### src/hdl/cas_pkg.sv
// Package for the capacitive-sense auto-scan sequencer.
// Assumes a single 40 MHz system clock domain.
`default_nettype none
package cas_pkg;
  // ****************************************
  // Register offsets (byte addresses)
  // ****************************************
  localparam logic [3:0] OFF_CONFIG = 4'h0;
  localparam logic [3:0] OFF_START = 4'h4;
  localparam logic [3:0] OFF_END = 4'h8;
  localparam logic [3:0] OFF_INSEL = 4'hC;
  localparam logic [4:0] OFF_CTRL = 5'h10;
  localparam logic [4:0] OFF_IRQ_STAT = 5'h14;
  localparam logic [4:0] OFF_IRQ_MASK = 5'h18;
  localparam logic [4:0] OFF_PINCFG = 5'h1C;
  // ****************************************
  // Fields
  // ****************************************
  localparam int SOC_LSB = 4;
  localparam logic [2:0] SOC_AUTOSCAN = 3'h7;
  localparam int ACC_LSB = 0;
  localparam int BUSY_BIT = 0;
  localparam int IRQ_PASS = 0;
  localparam int IRQ_GT = 1;
  localparam int IRQ_CONV = 2;
  // ****************************************
  // Reset values
  // ****************************************
  localparam logic [7:0] CONFIG_RST = 8'h00;
  localparam logic [4:0] CHAN_RST = 5'h00;
  localparam logic [4:0] INSEL_RST = 5'h1F;
  localparam logic [2:0] IRQ_RST = 3'h0;
  localparam logic [31:0] PINCFG_RST = 32'h0000_0000;
  // ****************************************
  // Sequencer states
  // ****************************************
  typedef enum logic [1:0] {
    ST_IDLE = 2'b00,
    ST_CONV = 2'b01,
    ST_WAIT = 2'b10,
    ST_NEXT = 2'b11
  } cas_state_t;
endpackage
`default_nettype wire

### src/hdl/cas_next_chan.sv
// Finds the next analog pin above a channel, else steps up by one.
// Assumes channel indices are 5 bits.
`default_nettype none
module cas_next_chan (
  input wire logic [4:0] cur,
  input wire logic [4:0] start,
  input wire logic [31:0] analog,
  output logic [4:0] nxt
);
  logic [31:0] above;
  logic [4:0] found;
  logic hit;
  genvar g;
  // ****************************************
  // Candidates above current channel
  // ****************************************
  generate
    for (g = 0; g < 32; g++) begin : g_above
      assign above[g] = analog[g] && (5'(g) > cur);
    end
  endgenerate
  always_comb begin
    found = start;
    hit = 1'b0;
    for (int i = 0; i < 32; i++) begin
      if (!hit && above[i]) begin
        found = 5'(i);
        hit = 1'b1;
      end
    end
  end
  // Nothing analog above: step by one so end match still occurs
  assign nxt = hit ? found : 5'(cur + 5'h01);
endmodule // cas_next_chan
`default_nettype wire

### src/hdl/cas_ground_mask.sv
// Computes which analog pins in the scan range are grounded.
// Assumes start is not above end.
`default_nettype none
module cas_ground_mask (
  input wire logic [4:0] start,
  input wire logic [4:0] stop,
  input wire logic [4:0] sel,
  input wire logic active,
  input wire logic [31:0] analog,
  output logic [31:0] gnd
);
  genvar g;
  generate
    for (g = 0; g < 32; g++) begin : g_gnd
      assign gnd[g] = active && analog[g] && (5'(g) >= start) && (5'(g) <= stop) && (5'(g) != sel);
    end
  endgenerate
endmodule // cas_ground_mask
`default_nettype wire

### src/hdl/cas_autoscan.sv
// Auto-scan channel sequencer with Avalon-MM register slave.
// Assumes converter handshake and comparator event on sys_clk.
//
// Overview of operation
// Setting the start-of-conversion field to all ones enables auto-scan.
// Firmware loads start and end channels before starting the scan.
// With auto-scan on, writing the start channel also writes the input select.
// With auto-scan on, writing one to the busy bit starts the scan.
// After the accumulation count, the select moves to the next analog pin.
// Other analog pins between start and end are grounded during conversion.
// Advancing repeats until the select equals the end channel.
// After the end channel, the select reloads the start channel and continues.
// A non-analog selected channel still gets one conversion.
// On debug halt the current rotation is finished before stopping.
// Auto-scan keeps running during suspend.
// A greater-than event on a scanned channel wakes the device.
// The input select is written by firmware or by the sequencer.
// End of pass is an equality test of select and end after accumulation.
//
// Design decisions made here: the register addresses and register access over Avalon-MM.
`default_nettype none
module cas_autoscan (
  input wire logic sys_clk,
  input wire logic rst_n,
  input wire logic [4:0] avs_address,
  input wire logic avs_read,
  input wire logic avs_write,
  input wire logic [31:0] avs_writedata,
  input wire logic [3:0] avs_byteenable,
  output logic [31:0] avs_readdata,
  output logic avs_waitrequest,
  output logic avs_response_err,
  input wire logic debug_halt,
  input wire logic suspend,
  input wire logic conv_done,
  input wire logic gt_event,
  output logic conv_start,
  output logic [4:0] conv_channel,
  output logic [31:0] pin_ground,
  output logic wake,
  output logic irq
);
  // ****************************************
  // Registers
  // ****************************************
  logic [7:0] config_r;
  logic [4:0] start_r;
  logic [4:0] end_r;
  logic [4:0] insel_r;
  logic [4:0] insel_nxt;
  logic [31:0] pincfg_r;
  logic [2:0] stat_r;
  logic [2:0] mask_r;
  // Three bits so the largest accumulation of eight can complete
  logic [2:0] acc_cnt_r;
  logic [31:0] gnd_r;
  logic halt_stop_r;
  logic ack_r;
  logic [31:0] rdata_r;
  logic err_r;
  logic conv_start_r;
  logic wake_r;
  cas_pkg::cas_state_t state_r;
  cas_pkg::cas_state_t state_nxt;
  // ****************************************
  // Bus decode
  // ****************************************
  // One wait cycle so read data come from a flop
  wire req = (avs_read || avs_write) && !ack_r;
  wire wr = avs_write && ack_r;
  wire [31:0] baddr = {27'h0, avs_address};
  wire hit_cfg = baddr[4:0] == {1'b0, cas_pkg::OFF_CONFIG};
  wire hit_start = baddr[4:0] == {1'b0, cas_pkg::OFF_START};
  wire hit_end = baddr[4:0] == {1'b0, cas_pkg::OFF_END};
  wire hit_insel = baddr[4:0] == {1'b0, cas_pkg::OFF_INSEL};
  wire hit_ctrl = baddr[4:0] == cas_pkg::OFF_CTRL;
  wire hit_stat = baddr[4:0] == cas_pkg::OFF_IRQ_STAT;
  wire hit_mask = baddr[4:0] == cas_pkg::OFF_IRQ_MASK;
  wire hit_pin = baddr[4:0] == cas_pkg::OFF_PINCFG;
  wire hit_any = hit_cfg | hit_start | hit_end | hit_insel | hit_ctrl | hit_stat | hit_mask | hit_pin;
  wire be0 = avs_byteenable[0];
  wire autoscan_en = config_r[cas_pkg::SOC_LSB +: 3] == cas_pkg::SOC_AUTOSCAN;
  wire [1:0] acc_sel = config_r[cas_pkg::ACC_LSB +: 2];
  wire [3:0] acc_total = 4'h1 << acc_sel;
  wire busy = state_r != cas_pkg::ST_IDLE;
  wire go = wr && hit_ctrl && be0 && avs_writedata[cas_pkg::BUSY_BIT] && autoscan_en;
  wire stop_fw = wr && hit_ctrl && be0 && !avs_writedata[cas_pkg::BUSY_BIT];
  wire sel_analog = pincfg_r[insel_r];
  wire acc_last = !sel_analog || ({1'b0, acc_cnt_r} + 4'h1 >= acc_total);
  wire at_end = insel_r == end_r;
  wire in_range = (insel_r >= start_r) && (insel_r <= end_r);
  wire gt_hit = gt_event && busy && in_range;
  wire [4:0] adv_chan;
  wire [31:0] gnd_nxt;
  wire [2:0] ev = {conv_done && busy, gt_hit, conv_done && busy && acc_last && at_end};
  // ****************************************
  // Helpers
  // ****************************************
  cas_next_chan u_next (
    .cur(insel_r),
    .start(start_r),
    .analog(pincfg_r),
    .nxt(adv_chan)
  );
  // Mask built from next state so the registered pins track the select
  cas_ground_mask u_gnd (
    .start(start_r),
    .stop(end_r),
    .sel(insel_nxt),
    .active(state_nxt == cas_pkg::ST_WAIT),
    .analog(pincfg_r),
    .gnd(gnd_nxt)
  );
  // ****************************************
  // Sequencer
  // ****************************************
  // Suspend is deliberately not an input to the state logic
  always_comb begin
    state_nxt = state_r;
    insel_nxt = insel_r;
    if (wr && hit_insel && be0) begin
      insel_nxt = avs_writedata[4:0];
    end
    if (wr && hit_start && be0 && autoscan_en) begin
      insel_nxt = avs_writedata[4:0];
    end
    unique case (state_r)
      cas_pkg::ST_IDLE: begin
        if (go) begin
          state_nxt = cas_pkg::ST_CONV;
        end
      end
      cas_pkg::ST_CONV: begin
        state_nxt = cas_pkg::ST_WAIT;
      end
      cas_pkg::ST_WAIT: begin
        if (conv_done) begin
          state_nxt = acc_last ? cas_pkg::ST_NEXT : cas_pkg::ST_CONV;
        end
      end
      cas_pkg::ST_NEXT: begin
        if (at_end) begin
          insel_nxt = start_r;
        end else begin
          insel_nxt = adv_chan;
        end
        // Halt or disable only stops at a pass boundary
        if (at_end && (halt_stop_r || !autoscan_en)) begin
          state_nxt = cas_pkg::ST_IDLE;
        end else begin
          state_nxt = cas_pkg::ST_CONV;
        end
      end
    endcase
  end
  always_ff @(posedge sys_clk) begin
    if (!rst_n) begin
      state_r <= cas_pkg::ST_IDLE;
      insel_r <= cas_pkg::INSEL_RST;
      acc_cnt_r <= 3'h0;
      conv_start_r <= 1'b0;
      halt_stop_r <= 1'b0;
      gnd_r <= 32'h0000_0000;
    end else begin
      state_r <= state_nxt;
      insel_r <= insel_nxt;
      conv_start_r <= state_nxt == cas_pkg::ST_CONV;
      gnd_r <= gnd_nxt;
      if (state_r == cas_pkg::ST_NEXT || state_r == cas_pkg::ST_IDLE) begin
        acc_cnt_r <= 3'h0;
      end else if (state_r == cas_pkg::ST_WAIT && conv_done) begin
        acc_cnt_r <= acc_cnt_r + 3'h1;
      end
      if (state_nxt == cas_pkg::ST_IDLE) begin
        halt_stop_r <= 1'b0;
      end else if (debug_halt || stop_fw) begin
        halt_stop_r <= 1'b1;
      end
    end
  end
  // ****************************************
  // Register file and bus answer
  // ****************************************
  always_ff @(posedge sys_clk) begin
    if (!rst_n) begin
      config_r <= cas_pkg::CONFIG_RST;
      start_r <= cas_pkg::CHAN_RST;
      end_r <= cas_pkg::CHAN_RST;
      pincfg_r <= cas_pkg::PINCFG_RST;
      mask_r <= cas_pkg::IRQ_RST;
      ack_r <= 1'b0;
    end else begin
      ack_r <= req;
      if (wr && hit_cfg && be0) begin
        config_r <= avs_writedata[7:0];
      end
      if (wr && hit_start && be0) begin
        start_r <= avs_writedata[4:0];
      end
      if (wr && hit_end && be0) begin
        end_r <= avs_writedata[4:0];
      end
      if (wr && hit_mask && be0) begin
        mask_r <= avs_writedata[2:0];
      end
      for (int b = 0; b < 4; b++) begin
        if (wr && hit_pin && avs_byteenable[b]) begin
          pincfg_r[b*8 +: 8] <= avs_writedata[b*8 +: 8];
        end
      end
    end
  end
  // Set wins over write-one-to-clear
  wire [2:0] w1c = (wr && hit_stat && be0) ? avs_writedata[2:0] : 3'h0;
  always_ff @(posedge sys_clk) begin
    if (!rst_n) begin
      stat_r <= cas_pkg::IRQ_RST;
      wake_r <= 1'b0;
    end else begin
      stat_r <= (stat_r & ~w1c) | ev;
      wake_r <= gt_hit;
    end
  end
  wire [31:0] rmux =
    hit_cfg ? {24'h0, config_r} :
    hit_start ? {27'h0, start_r} :
    hit_end ? {27'h0, end_r} :
    hit_insel ? {27'h0, insel_r} :
    hit_ctrl ? {31'h0, busy} :
    hit_stat ? {29'h0, stat_r} :
    hit_mask ? {29'h0, mask_r} :
    hit_pin ? pincfg_r : 32'h0000_0000;
  always_ff @(posedge sys_clk) begin
    if (!rst_n) begin
      rdata_r <= 32'h0000_0000;
      err_r <= 1'b0;
    end else begin
      rdata_r <= (req && avs_read) ? rmux : 32'h0000_0000;
      err_r <= req && !hit_any;
    end
  end
  assign avs_waitrequest = (avs_read || avs_write) && !ack_r;
  assign avs_readdata = rdata_r;
  assign avs_response_err = err_r;
  assign conv_start = conv_start_r;
  assign pin_ground = gnd_r;
  assign conv_channel = insel_r;
  assign wake = wake_r;
  assign irq = |(stat_r & mask_r);
endmodule // cas_autoscan
`default_nettype wire

### config.mk
export PLATFORM = sky130hd
export DESIGN_NAME = cas_autoscan
export DESIGN_NICKNAME = d
export VERILOG_FILES = /design/src/hdl/cas_pkg.sv /design/src/hdl/cas_next_chan.sv /design/src/hdl/cas_ground_mask.sv /design/src/hdl/cas_autoscan.sv
export SDC_FILE = /design/constraint.sdc
export NUM_CORES = 1
export LEC_CHECK = 0
export BUFFER_PORTS_ARGS = -buffer_cell sky130_fd_sc_hd__buf_2
export CORE_MARGIN = 1.5
export CORE_UTILIZATION = 56
export CTS_BUF_LIST = sky130_fd_sc_hd__clkbuf_4 sky130_fd_sc_hd__clkbuf_8
export DETAILED_ROUTE_END_ITERATION = 12
export PLACE_DENSITY = 0.79
export SETUP_SLACK_MARGIN = 0.2
export SYNTH_ARGS = -nofsm -noshare
export SYNTH_HDL_FRONTEND = slang
export SYNTH_HIERARCHICAL = 1
export SYNTH_SLANG_ARGS = --single-unit
### constraint.sdc
create_clock -name sys_clk -period 4.85 [get_ports sys_clk]
set_input_delay 0.97 -clock sys_clk [delete_from_list [all_inputs] [get_ports sys_clk]]
set_output_delay 0.97 -clock sys_clk [all_outputs]
set_load 0.02 [all_outputs]
==> results.cfg, run 1 <==
[timing]
finalMaxSlewViolations = 0
min_period_ns = 4.471
fin_worst_skew_ns = 0.01590
max_freq_ghz = 0.2237
rsz0062_at_grt = no
setup_viol = 0
fin_ws_ns = 0.3790
hold_viol = 0
timing.final.crit_share_pct = 92.19
tns_ns = 0
tightest_slew_ns = 0.7718
slew_headroom_pct = 48.15

[clock_network]
ctsHoldBuffers = 0
cts_buffers = 17
htree_levels = 4
clock_latency_ns = 0.47
ctsRootBufferMaster = clkbuf_8
clock_path_buffers = 2
cts_tree = built
cts.sinks = 135
clkSlewWorstSetupHoldPaths_ns = 0.08

[place]
portBuffers = 121
dpl_cell_area_sq_um = 8685
dp_hpwl_um = 17860
gp_congestion = 1.028
place_ws_ns = 0.2783

[drt]
dr_wl_met3_um = 2741
wire_per_inst_um = 20.06
wl_um = 24990
drt-met1-wl_um = 10360
wl_met2_um = 10840
vias = 7885
dr.pass1.iters = 6
antenna_left = 0
drc = 0
avgViaCountPerCell = 6.328
top_layer_used = met4
drtIter0Drc = 1079

[floorplanning]
die_w_um = 122.2
dieArea_sq_um = 14930
core_sq_um = 13880
die_h_um = 122.2
start_util_pct = 57.31
fp-row-count = 43
boundaryPins = 123

[global_route]
grt_pass1_wl_um = 39010
antenna_found_initial = 0
grt_overflow = 0
grt_pass1_vias = 7041
grt_max_degree = 58
grt_use_total_pct = 34.49

[min_path]
hp-start = config_r[7]$_SDFFE_PN0P_
min_to = avs_readdata[7]$_SDFF_PN0_
hold-path-cell-count = 1
min_path_type = register to register

[layout]
register_area_sq_um = 2704
antenna_cells = 0
nets = 1124
nFillCells = 1209
final_common_cell = dfxtp_1
multi_input_area_sq_um = 4820
final_cell_mix = dfxtp_1 (134), buf_2 (121), nand2_1 (75)
final_area_sq_um = 9124
drive_gt1_share_pct = 20.92
syn2layout_area_growth_pct = 14.69

[synth]
synth-seq-area-share_pct = 33.97
synth_area_sq_um = 7955
yosys.area.top_type = dfxtp_1
synth_top_cell_area_share_pct = 33.97
async_reset_ff_share_pct = 0
syn_inst = 943
ys_warn_count = 6
synth-edff-count = 0
syn_nets = 1014
synth_flop_cell = dfxtp_1
synthDistinctLibCells = 85
ys_seq_elements = 135
synth_area_per_cell_sq_um = 8.436
synth_area_leaders = dfxtp_1 (34%), mux2i_1 (6.4%), and2_1 (5.0%)

[power_and_ir_drop]
power_density_nw_per_um2 = 287.5
peakVddDrop_mv = 0.1772
power.leakage_nw = 3.647

[setup_path]
critPathArrivalTime_ns = 4.83
critical_path.cell_chain = inv_1 -> ha_1 -> buf_4 -> a21boi_0 -> o22ai_1 -> a21bo_2 -> or2_2 -> nor4b_4 -> nor3b_4 -> a2bb2oi_1 -> a21oi_1 -> mux2i_1 -> or3b_1 -> o211ai_1 -> nor3b_1 -> and2_1
path_max_fanout = 9
cpMaxStageDelayCell = or3b_1
crit_required_ns = 5.21
cpPeakStageDelay_ns = 0.51
crit_path_start_kind = register
endpoint_kind = register
reg2reg_depth = 16
rrSetupSlack_ns = 0.38
r2r-start = conv_channel[0]$_SDFF_PN1_
path_buf_inv = 2
cp_top_family = simple AND/OR/NAND/NOR gates
r2r_end = pin_ground[4]$_SDFF_PN0_
path_class = register to register

[run_status]
status = complete, no violations

[flow_run]
cap_violations = 0
## where the power goes
group,switching (mW),total [mW],internal (mW),leakage (nW)
combinational,0.289,0.473,0.184,2.36
sequential,0.0272,1.16,1.13,1.09
clock,0.476,0.993,0.517,0.199
total,0.792,2.62,1.83,3.65
## final cells by class
cell class / instances / share of cell area, %
Multi-Input combinational cell: 717 / 52.82
Tap cell: 180 / 2.468
Inverter: 31 / 1.275
Clock buffer: 18 / 2.647
Sequential cell: 135 / 29.64
Clock inverter: 14 / 1.906
Timing Repair Buffer: 151 / 9.243
## registers in the layout (all words and copies together), names as in the netlist, 2 cells and up
register,count
acc_cnt_r,3
avs_readdata,32
config_r,8
conv_channel,5
end_r,5
mask_r,3
pin_ground,32
pincfg_r,32
start_r,5
stat_r,3
state_r,2
## what timing repair did
| item | CTS | global route |
|---|---|---|
| endpoints found under the setup margin | 0 | 32 |
| gates resized for setup | 0 | 5 |
| setup buffers | 0 | 0 |
## cell families (layout without fill, tap and decap cells)
group	Yosys count	after routing	synth area share [%]
compound gates	230	230	20.49
flops	135	135	33.97
fa+ha+maj	22	22	3.460
simple gates	403	403	27.93
mux	58	58	7.974
buf+inv	91	214	5.725
xor+xnor	4	4	0.4405
## synthesized netlist by cell type (10+ instances only)
| cell | instances |
|---|---|
| a31oi_1 | 10 |
| o31ai_1 | 12 |
| ha_1 | 22 |
| buf_2 | 19 |
| a21oi_1 | 39 |
| inv_1 | 31 |
| a21boi_1 | 17 |
| dfxtp_1 | 135 |
| mux2i_1 | 51 |
| nor2b_1 | 45 |
| nand2_1 | 75 |
| o211ai_1 | 10 |
| clkbuf_1 | 24 |
| nor3_1 | 18 |
| nand3_1 | 48 |
| nand2b_1 | 12 |
| o21ai_0 | 30 |
| a21boi_0 | 15 |
| and2_1 | 64 |
| nor4_1 | 10 |
| nor2_1 | 67 |
| buf_6 | 10 |
## routing by layer
layer | vias up | track usage (%)
met5 | - | 0
met4 | 0 | 17.59
met3 | 87 | 10.25
met2 | 511 | 49.44
met1 | 3658 | 46.77
li1 | 3629 | -
## through the flow
step | cells | util, % | total power [mW] | hold slack, ns
5_1_grt | 1246 | 65.73 | 2.724 | 0.4924
2_1_floorplan | 943 | - | 1.501 | 0.4417
4_1_cts | 1246 | 65.56 | 2.617 | 0.4854
3_5_place_dp | 1214 | 62.57 | 1.638 | 0.4609
3_3_place_gp | 1214 | 62.57 | 1.633 | 0.4586
6_report | 1246 | 65.73 | 2.623 | 0.4826
## worst max-delay path by stage
stage | startpoint | depth (start not counted) | slack, ns | endpoint
final | conv_channel[0]$_SDFF_PN1_ | 16 | 0.38 | pin_ground[4]$_SDFF_PN0_
after detailed placement | conv_channel[1]$_SDFF_PN1_ | 15 | 0.28 | pin_ground[2]$_SDFF_PN0_
after floorplan | conv_channel[0]$_SDFF_PN1_ | 19 | 0.66 | pin_ground[2]$_SDFF_PN0_
after global placement | conv_channel[1]$_SDFF_PN1_ | 14 | 0.38 | pin_ground[4]$_SDFF_PN0_
after global routing | conv_channel[0]$_SDFF_PN1_ | 15 | 0.22 | pin_ground[2]$_SDFF_PN0_
after CTS | conv_channel[1]$_SDFF_PN1_ | 14 | 0.25 | pin_ground[4]$_SDFF_PN0_
No activity file was read; power rests on OpenSTA's default activity.
==> inputs of run 2 (changes only) <==
- CTS_BUF_LIST: sky130_fd_sc_hd__clkbuf_4 sky130_fd_sc_hd__clkbuf_8 -> sky130_fd_sc_hd__clkbuf_4 sky130_fd_sc_hd__clkbuf_8 sky130_fd_sc_hd__clkbuf_16
==> run 2 against run 1 <==
Against the previous run: final area grew 2.1%; cell count is the same; critical endpoint unchanged; non-clock buffer count is the same; fmax shrank 1.4%; largest cell class unchanged; combinational power grew 0.8%; wire length grew 1.7%; power grew 13%; critical path depth shrank 2; largest power group is now clock; register-to-register slack lost 0.06 ns; sequential share of layout area shrank 0.61 points; count of clock-buffer cells in the layout is the same; worst setup slack lost 0.064 ns.
==> results.cfg, run 2 (synthesis results as in run 1) <==
[layout]
syn2layout_area_growth_pct = 17.10
antenna_cells = 0
nets = 1124
final_common_cell = dfxtp_1
final_cell_mix = dfxtp_1 (134), buf_2 (121), nand2_1 (75)
nFillCells = 1172
drive_gt1_share_pct = 20.92
final_area_sq_um = 9315

[clock_network]
ctsRootBufferMaster = clkbuf_16
cts.sinks = 135
htree_levels = 4
cts_buffers = 17
clkSlewWorstSetupHoldPaths_ns = 0.06
clock_latency_ns = 0.43
clock_path_buffers = 2
cts_tree = built

[power_and_ir_drop]
report.power.total_mw = 2.965
power.leakage_nw = 3.734
peakVddDrop_mv = 0.2247
power_density_nw_per_um2 = 318.3

[drt]
vias = 7920
dr.pass1.iters = 8
avgViaCountPerCell = 6.356
wire_per_inst_um = 20.40
wl_um = 25410
antenna_left = 0
drtIter0Drc = 1072
drc = 0

[floorplanning]
fp-row-count = 43
boundaryPins = 123
die_h_um = 122.2
dieArea_sq_um = 14930
start_util_pct = 57.31
die_w_um = 122.2
core_sq_um = 13880

[global_route]
grt_overflow = 0
grt_pass1_vias = 7129
antenna_found_initial = 0
grt_pass1_wl_um = 39410
grt_use_total_pct = 34.79
grt_max_degree = 58

[timing]
tightest_slew_ns = 0.7690
hold_viol = 0
setup_viol = 0
slew_headroom_pct = 48.34
timing.final.crit_share_pct = 93.51
tns_ns = 0
min_period_ns = 4.535
max_freq_ghz = 0.2205
holdWs_ns = 0.4814
fin_worst_skew_ns = 0.008181
rsz0062_at_grt = no
finalMaxSlewViolations = 0

[setup_path]
crit_required_ns = 5.17
path_class = register to register
endpoint_kind = register
critPathArrivalTime_ns = 4.86
path_max_fanout = 24
crit_path_start_kind = register

[run_status]
status = complete, no violations

[place]
gp_congestion = 1.028
portBuffers = 121
dp_hpwl_um = 17860
dpl_cell_area_sq_um = 8685

[flow_run]
cap_violations = 0

[min_path]
min_path_type = register to register
-- run 2: cell counts in the layout (fill, tap and decap cells not counted) --
No cell type changed its count.
-- run 2: critical path, stage by stage, from the launching register on --
cell and delay [ns]:
dfxtp_1 0.62, buf_4 0.36, a21boi_0 0.18, o22ai_1 0.40
a21bo_2 0.30, or2_2 0.33, nor4b_4 0.35, nor3b_4 0.35
a2bb2oi_1 0.16, a21oi_1 0.17, mux2i_1 0.25, or3b_1 0.51
o211ai_1 0.20, nor3b_1 0.07, and2_1 0.16
-- run 2: path summary, 6_finish.rpt --
path	start	endpoint	slack [ns]	cells past startpoint
setup / recovery	conv_channel[4]$_SDFF_PN1_	pin_ground[4]$_SDFF_PN0_	0.31	14
hold / removal	config_r[7]$_SDFFE_PN0P_	avs_readdata[7]$_SDFF_PN0_	0.48	1
setup reg to reg	conv_channel[4]$_SDFF_PN1_	pin_ground[4]$_SDFF_PN0_	0.31	14
hold reg to reg	config_r[7]$_SDFFE_PN0P_	avs_readdata[7]$_SDFF_PN0_	0.48	1
-- run 2: final cells by class --
cell class	count	area, sq um	area share [%]
Clock inverter	14	173.9	1.867
Timing Repair Buffer	151	843.3	9.053
Tap cell	180	225.2	2.418
Multi-Input combinational cell	717	4820	51.74
Sequential cell	135	2704	29.03
Inverter	31	116.4	1.249
Clock buffer	18	432.9	4.647
-- run 2: through the flow --
stage / utilization (%) / std cells / setup slack, ns
floorplan: - / 943 / 0.6628
global placement: 62.57 / 1214 / 0.3803
detailed placement: 62.57 / 1214 / 0.2783
CTS: 66.94 / 1246 / 0.2620
global route: 67.11 / 1246 / 0.2191
finish: 67.11 / 1246 / 0.3149
-- run 2: power breakdown --
| part | leakage, nW | total, mW | internal (mW) | switching (mW) |
|---|---|---|---|---|
| clock | 0.287 | 1.33 | 0.817 | 0.514 |
| combinational | 2.36 | 0.477 | 0.185 | 0.292 |
| sequential | 1.09 | 1.16 | 1.13 | 0.0270 |
-- run 2: routing by layer --
layer	track usage [%]	share of wire, %	up-vias
met3	9.036	10	105
met1	47.39	42	3663
met5	0	0	-
met2	50.28	43	519
met4	18.39	4.8	0
li1	-	-	3633
-- run 2: timing repair --
action                     in CTS  in global routing
gates resized for setup         0                  5
hold buffers                    0                  0
setup endpoints to repair       0                 32
buffers inserted                0                  0
==> inputs of run 3 (changes only) <==
- ABC_AREA: not set -> 1
==> run 3 against run 2 <==
Against the previous run: first-iteration DRC count down 13%; worst setup slack improved by 0.14 ns; register-to-register slack gained 0.14 ns; area after synthesis increased by 1.4%; highest routed layer unchanged; largest cell class unchanged; synthesized cell count is 31% higher.
==> results.cfg, run 3 <==
[run_status]
status = complete, no violations

[layout]
nFillCells = 1256
register_area_sq_um = 2713
syn2layout_area_growth_pct = 20.71
nets = 1449
final_cell_mix = nand2_1 (254), inv_1 (180), nor2_1 (153)
fin_cells = 1571
multi_input_area_sq_um = 4513
final_common_cell = nand2_1
drive_gt1_share_pct = 19.99
antenna_cells = 0

[synth]
ys_warn_count = 6
synth_compound_area_share_pct = 15.17
synth_top_cell_area_share_pct = 33.51
synth_area_leaders = dfxtp_1 (34%), nand2_1 (12%), inv_1 (8.5%)
synth_flop_cell = dfxtp_1
synthXorXnorAreaFrac_pct = 0.3258
synthDistinctLibCells = 56
synthAdderAreaFrac_pct = 3.413
yosys.area.top_type = dfxtp_1
synth-edff-count = 0
synthMuxAreaShare_pct = 0.1241
ys_seq_elements = 135
synth_top_family_by_area = simple AND/OR/NAND/NOR gates
syn_nets = 1304
synth_area_sq_um = 8065
syn_inst = 1233
synth-seq-area-share_pct = 33.51
synth-simple-area-share_pct = 36.04
async_reset_ff_share_pct = 0
synth_commonest_cells = nand2_1 (254), inv_1 (183), nor2_1 (158)
synth_area_per_cell_sq_um = 6.541
yosysMostFrequentCell = nand2_1

[timing]
min_period_ns = 4.395
max_freq_ghz = 0.2275
fin_worst_skew_ns = 0.01151
finalMaxSlewViolations = 0
timing.final.crit_share_pct = 90.63
hold_viol = 0
tns_ns = 0
tightest_slew_ns = 1.054
rsz0062_at_grt = yes
setup_viol = 0
slew_headroom_pct = 29.57

[setup_path]
crit_top_cell = nor2_4
path_buf_inv = 3
path_class = register to register
cpMaxStageDelayCell = dfxtp_4
cp_top_family = simple AND/OR/NAND/NOR gates
path_max_fanout = 8
critPathArrivalTime_ns = 4.71
cpPeakStageDelay_ns = 0.38
endpoint_kind = register
crit_required_ns = 5.17
crit_path_start_kind = register

[clock_network]
clock_path_buffers = 2
htree_levels = 4
cts.sinks = 135
ctsRootBufferMaster = clkbuf_16
cts_tree = built
clkSlewWorstSetupHoldPaths_ns = 0.06
clock_latency_ns = 0.42
cts_buffers = 17

[drt]
drtIter0Drc = 934
vias = 8958
drc = 0
wire_per_inst_um = 17.21
wl_um = 27040
antenna_left = 0
avgViaCountPerCell = 5.702
dr.pass1.iters = 9

[flow_run]
cap_violations = 0

[floorplanning]
die_h_um = 123.0
die_w_um = 123.0
boundaryPins = 123
dieArea_sq_um = 15130
start_util_pct = 57.66
core_sq_um = 13990
fp-row-count = 43

[power_and_ir_drop]
peakVddDrop_mv = 0.2865
power_density_nw_per_um2 = 313.4
power.leakage_nw = 4.794

[global_route]
grt_pass1_vias = 8125
grt_use_total_pct = 36.14
grt_pass1_wl_um = 41830
grt_overflow = 0
antenna_found_initial = 0
grt_max_degree = 89

[place]
dp_cells = 1531
gp_congestion = 1.034
dp_hpwl_um = 20130
portBuffers = 121

[min_path]
min_path_type = register to register
## run 3: changes by cell type after synthesis, sizes merged, moves of 30 or more
cell | previous run | this run
a21boi | 32 | 2
nand2 | 76 | 264
mux2i | 51 | 1
inv | 31 | 192
nor2 | 71 | 182
and2 | 65 | 2
o21ai | 33 | 102
nor2b | 46 | 0
nand3 | 49 | 124
a21oi | 39 | 87
## run 3: where the power goes
group          switching, mW  leakage (nW)  internal (mW)
registers             0.0259          1.09           1.13
logic                  0.389          3.42          0.189
clock network          0.539         0.285          0.776
total                  0.954          4.79           2.10
## run 3: logic make-up after synthesis
group	Yosys count
compound gates	223
xor+xnor	3
fa+ha+maj	22
buf+inv	230
flops	135
mux	1
simple gates	619
## run 3: area by class of cell
| class | instances | share of cell area [%] |
|---|---|---|
| Sequential cell | 135 | 27.86 |
| Clock buffer | 18 | 4.447 |
| Tap cell | 180 | 2.313 |
| Inverter | 194 | 7.505 |
| Multi-Input combinational cell | 868 | 46.36 |
| Clock inverter | 14 | 1.671 |
| Timing Repair Buffer | 162 | 9.844 |
## run 3: routing by layer
layer	wire length, um	vias to the layer above	share of wire, %	global-route usage [%]
met5	0	-	0	0
met4	1532	0	5.7	20.55
met3	2561	116	9.5	6.965
met2	11870	497	44	56.25
met1	11080	4056	41	46.89
li1	-	4289	-	-
## run 3: worst paths after layout
check / startpoint / endpoint / slack (ns) / cells after the start
max: conv_channel[1]$_SDFF_PN1_ / pin_ground[14]$_SDFF_PN0_ / 0.45 / 29
min: config_r[3]$_SDFFE_PN0P_ / avs_readdata[3]$_SDFF_PN0_ / 0.46 / 2
max reg2reg: conv_channel[1]$_SDFF_PN1_ / pin_ground[14]$_SDFF_PN0_ / 0.45 / 29
min reg2reg: config_r[3]$_SDFFE_PN0P_ / avs_readdata[3]$_SDFF_PN0_ / 0.46 / 2
## run 3: stage by stage
stage	hold WS (ns)	area [sq um]	util, %	power (mW)	setup WS [ns]
2_1_floorplan	0.4295	8065	-	1.529	0.7296
3_3_place_gp	0.4404	8976	64.17	1.707	0.2021
3_5_place_dp	0.4496	8976	64.17	1.709	0.1076
4_1_cts	0.4650	9575	68.45	3.012	0.1221
5_1_grt	0.4918	9736	69.60	3.154	0.1382
6_report	0.4626	9736	69.60	3.051	0.4546
## run 3: timing repair
item / CTS / global route
hold buffers: 0 / 0
gates resized for setup: 1 / 28
pin swaps: 0 / 8
setup endpoints to repair: 16 / 32
setup buffers: 0 / 8
## run 3: worst min-delay path, stage by stage (launching register included)
cell and delay (ns):
dfxtp_1 0.31, nand2_1 0.06, a21oi_1 0.05
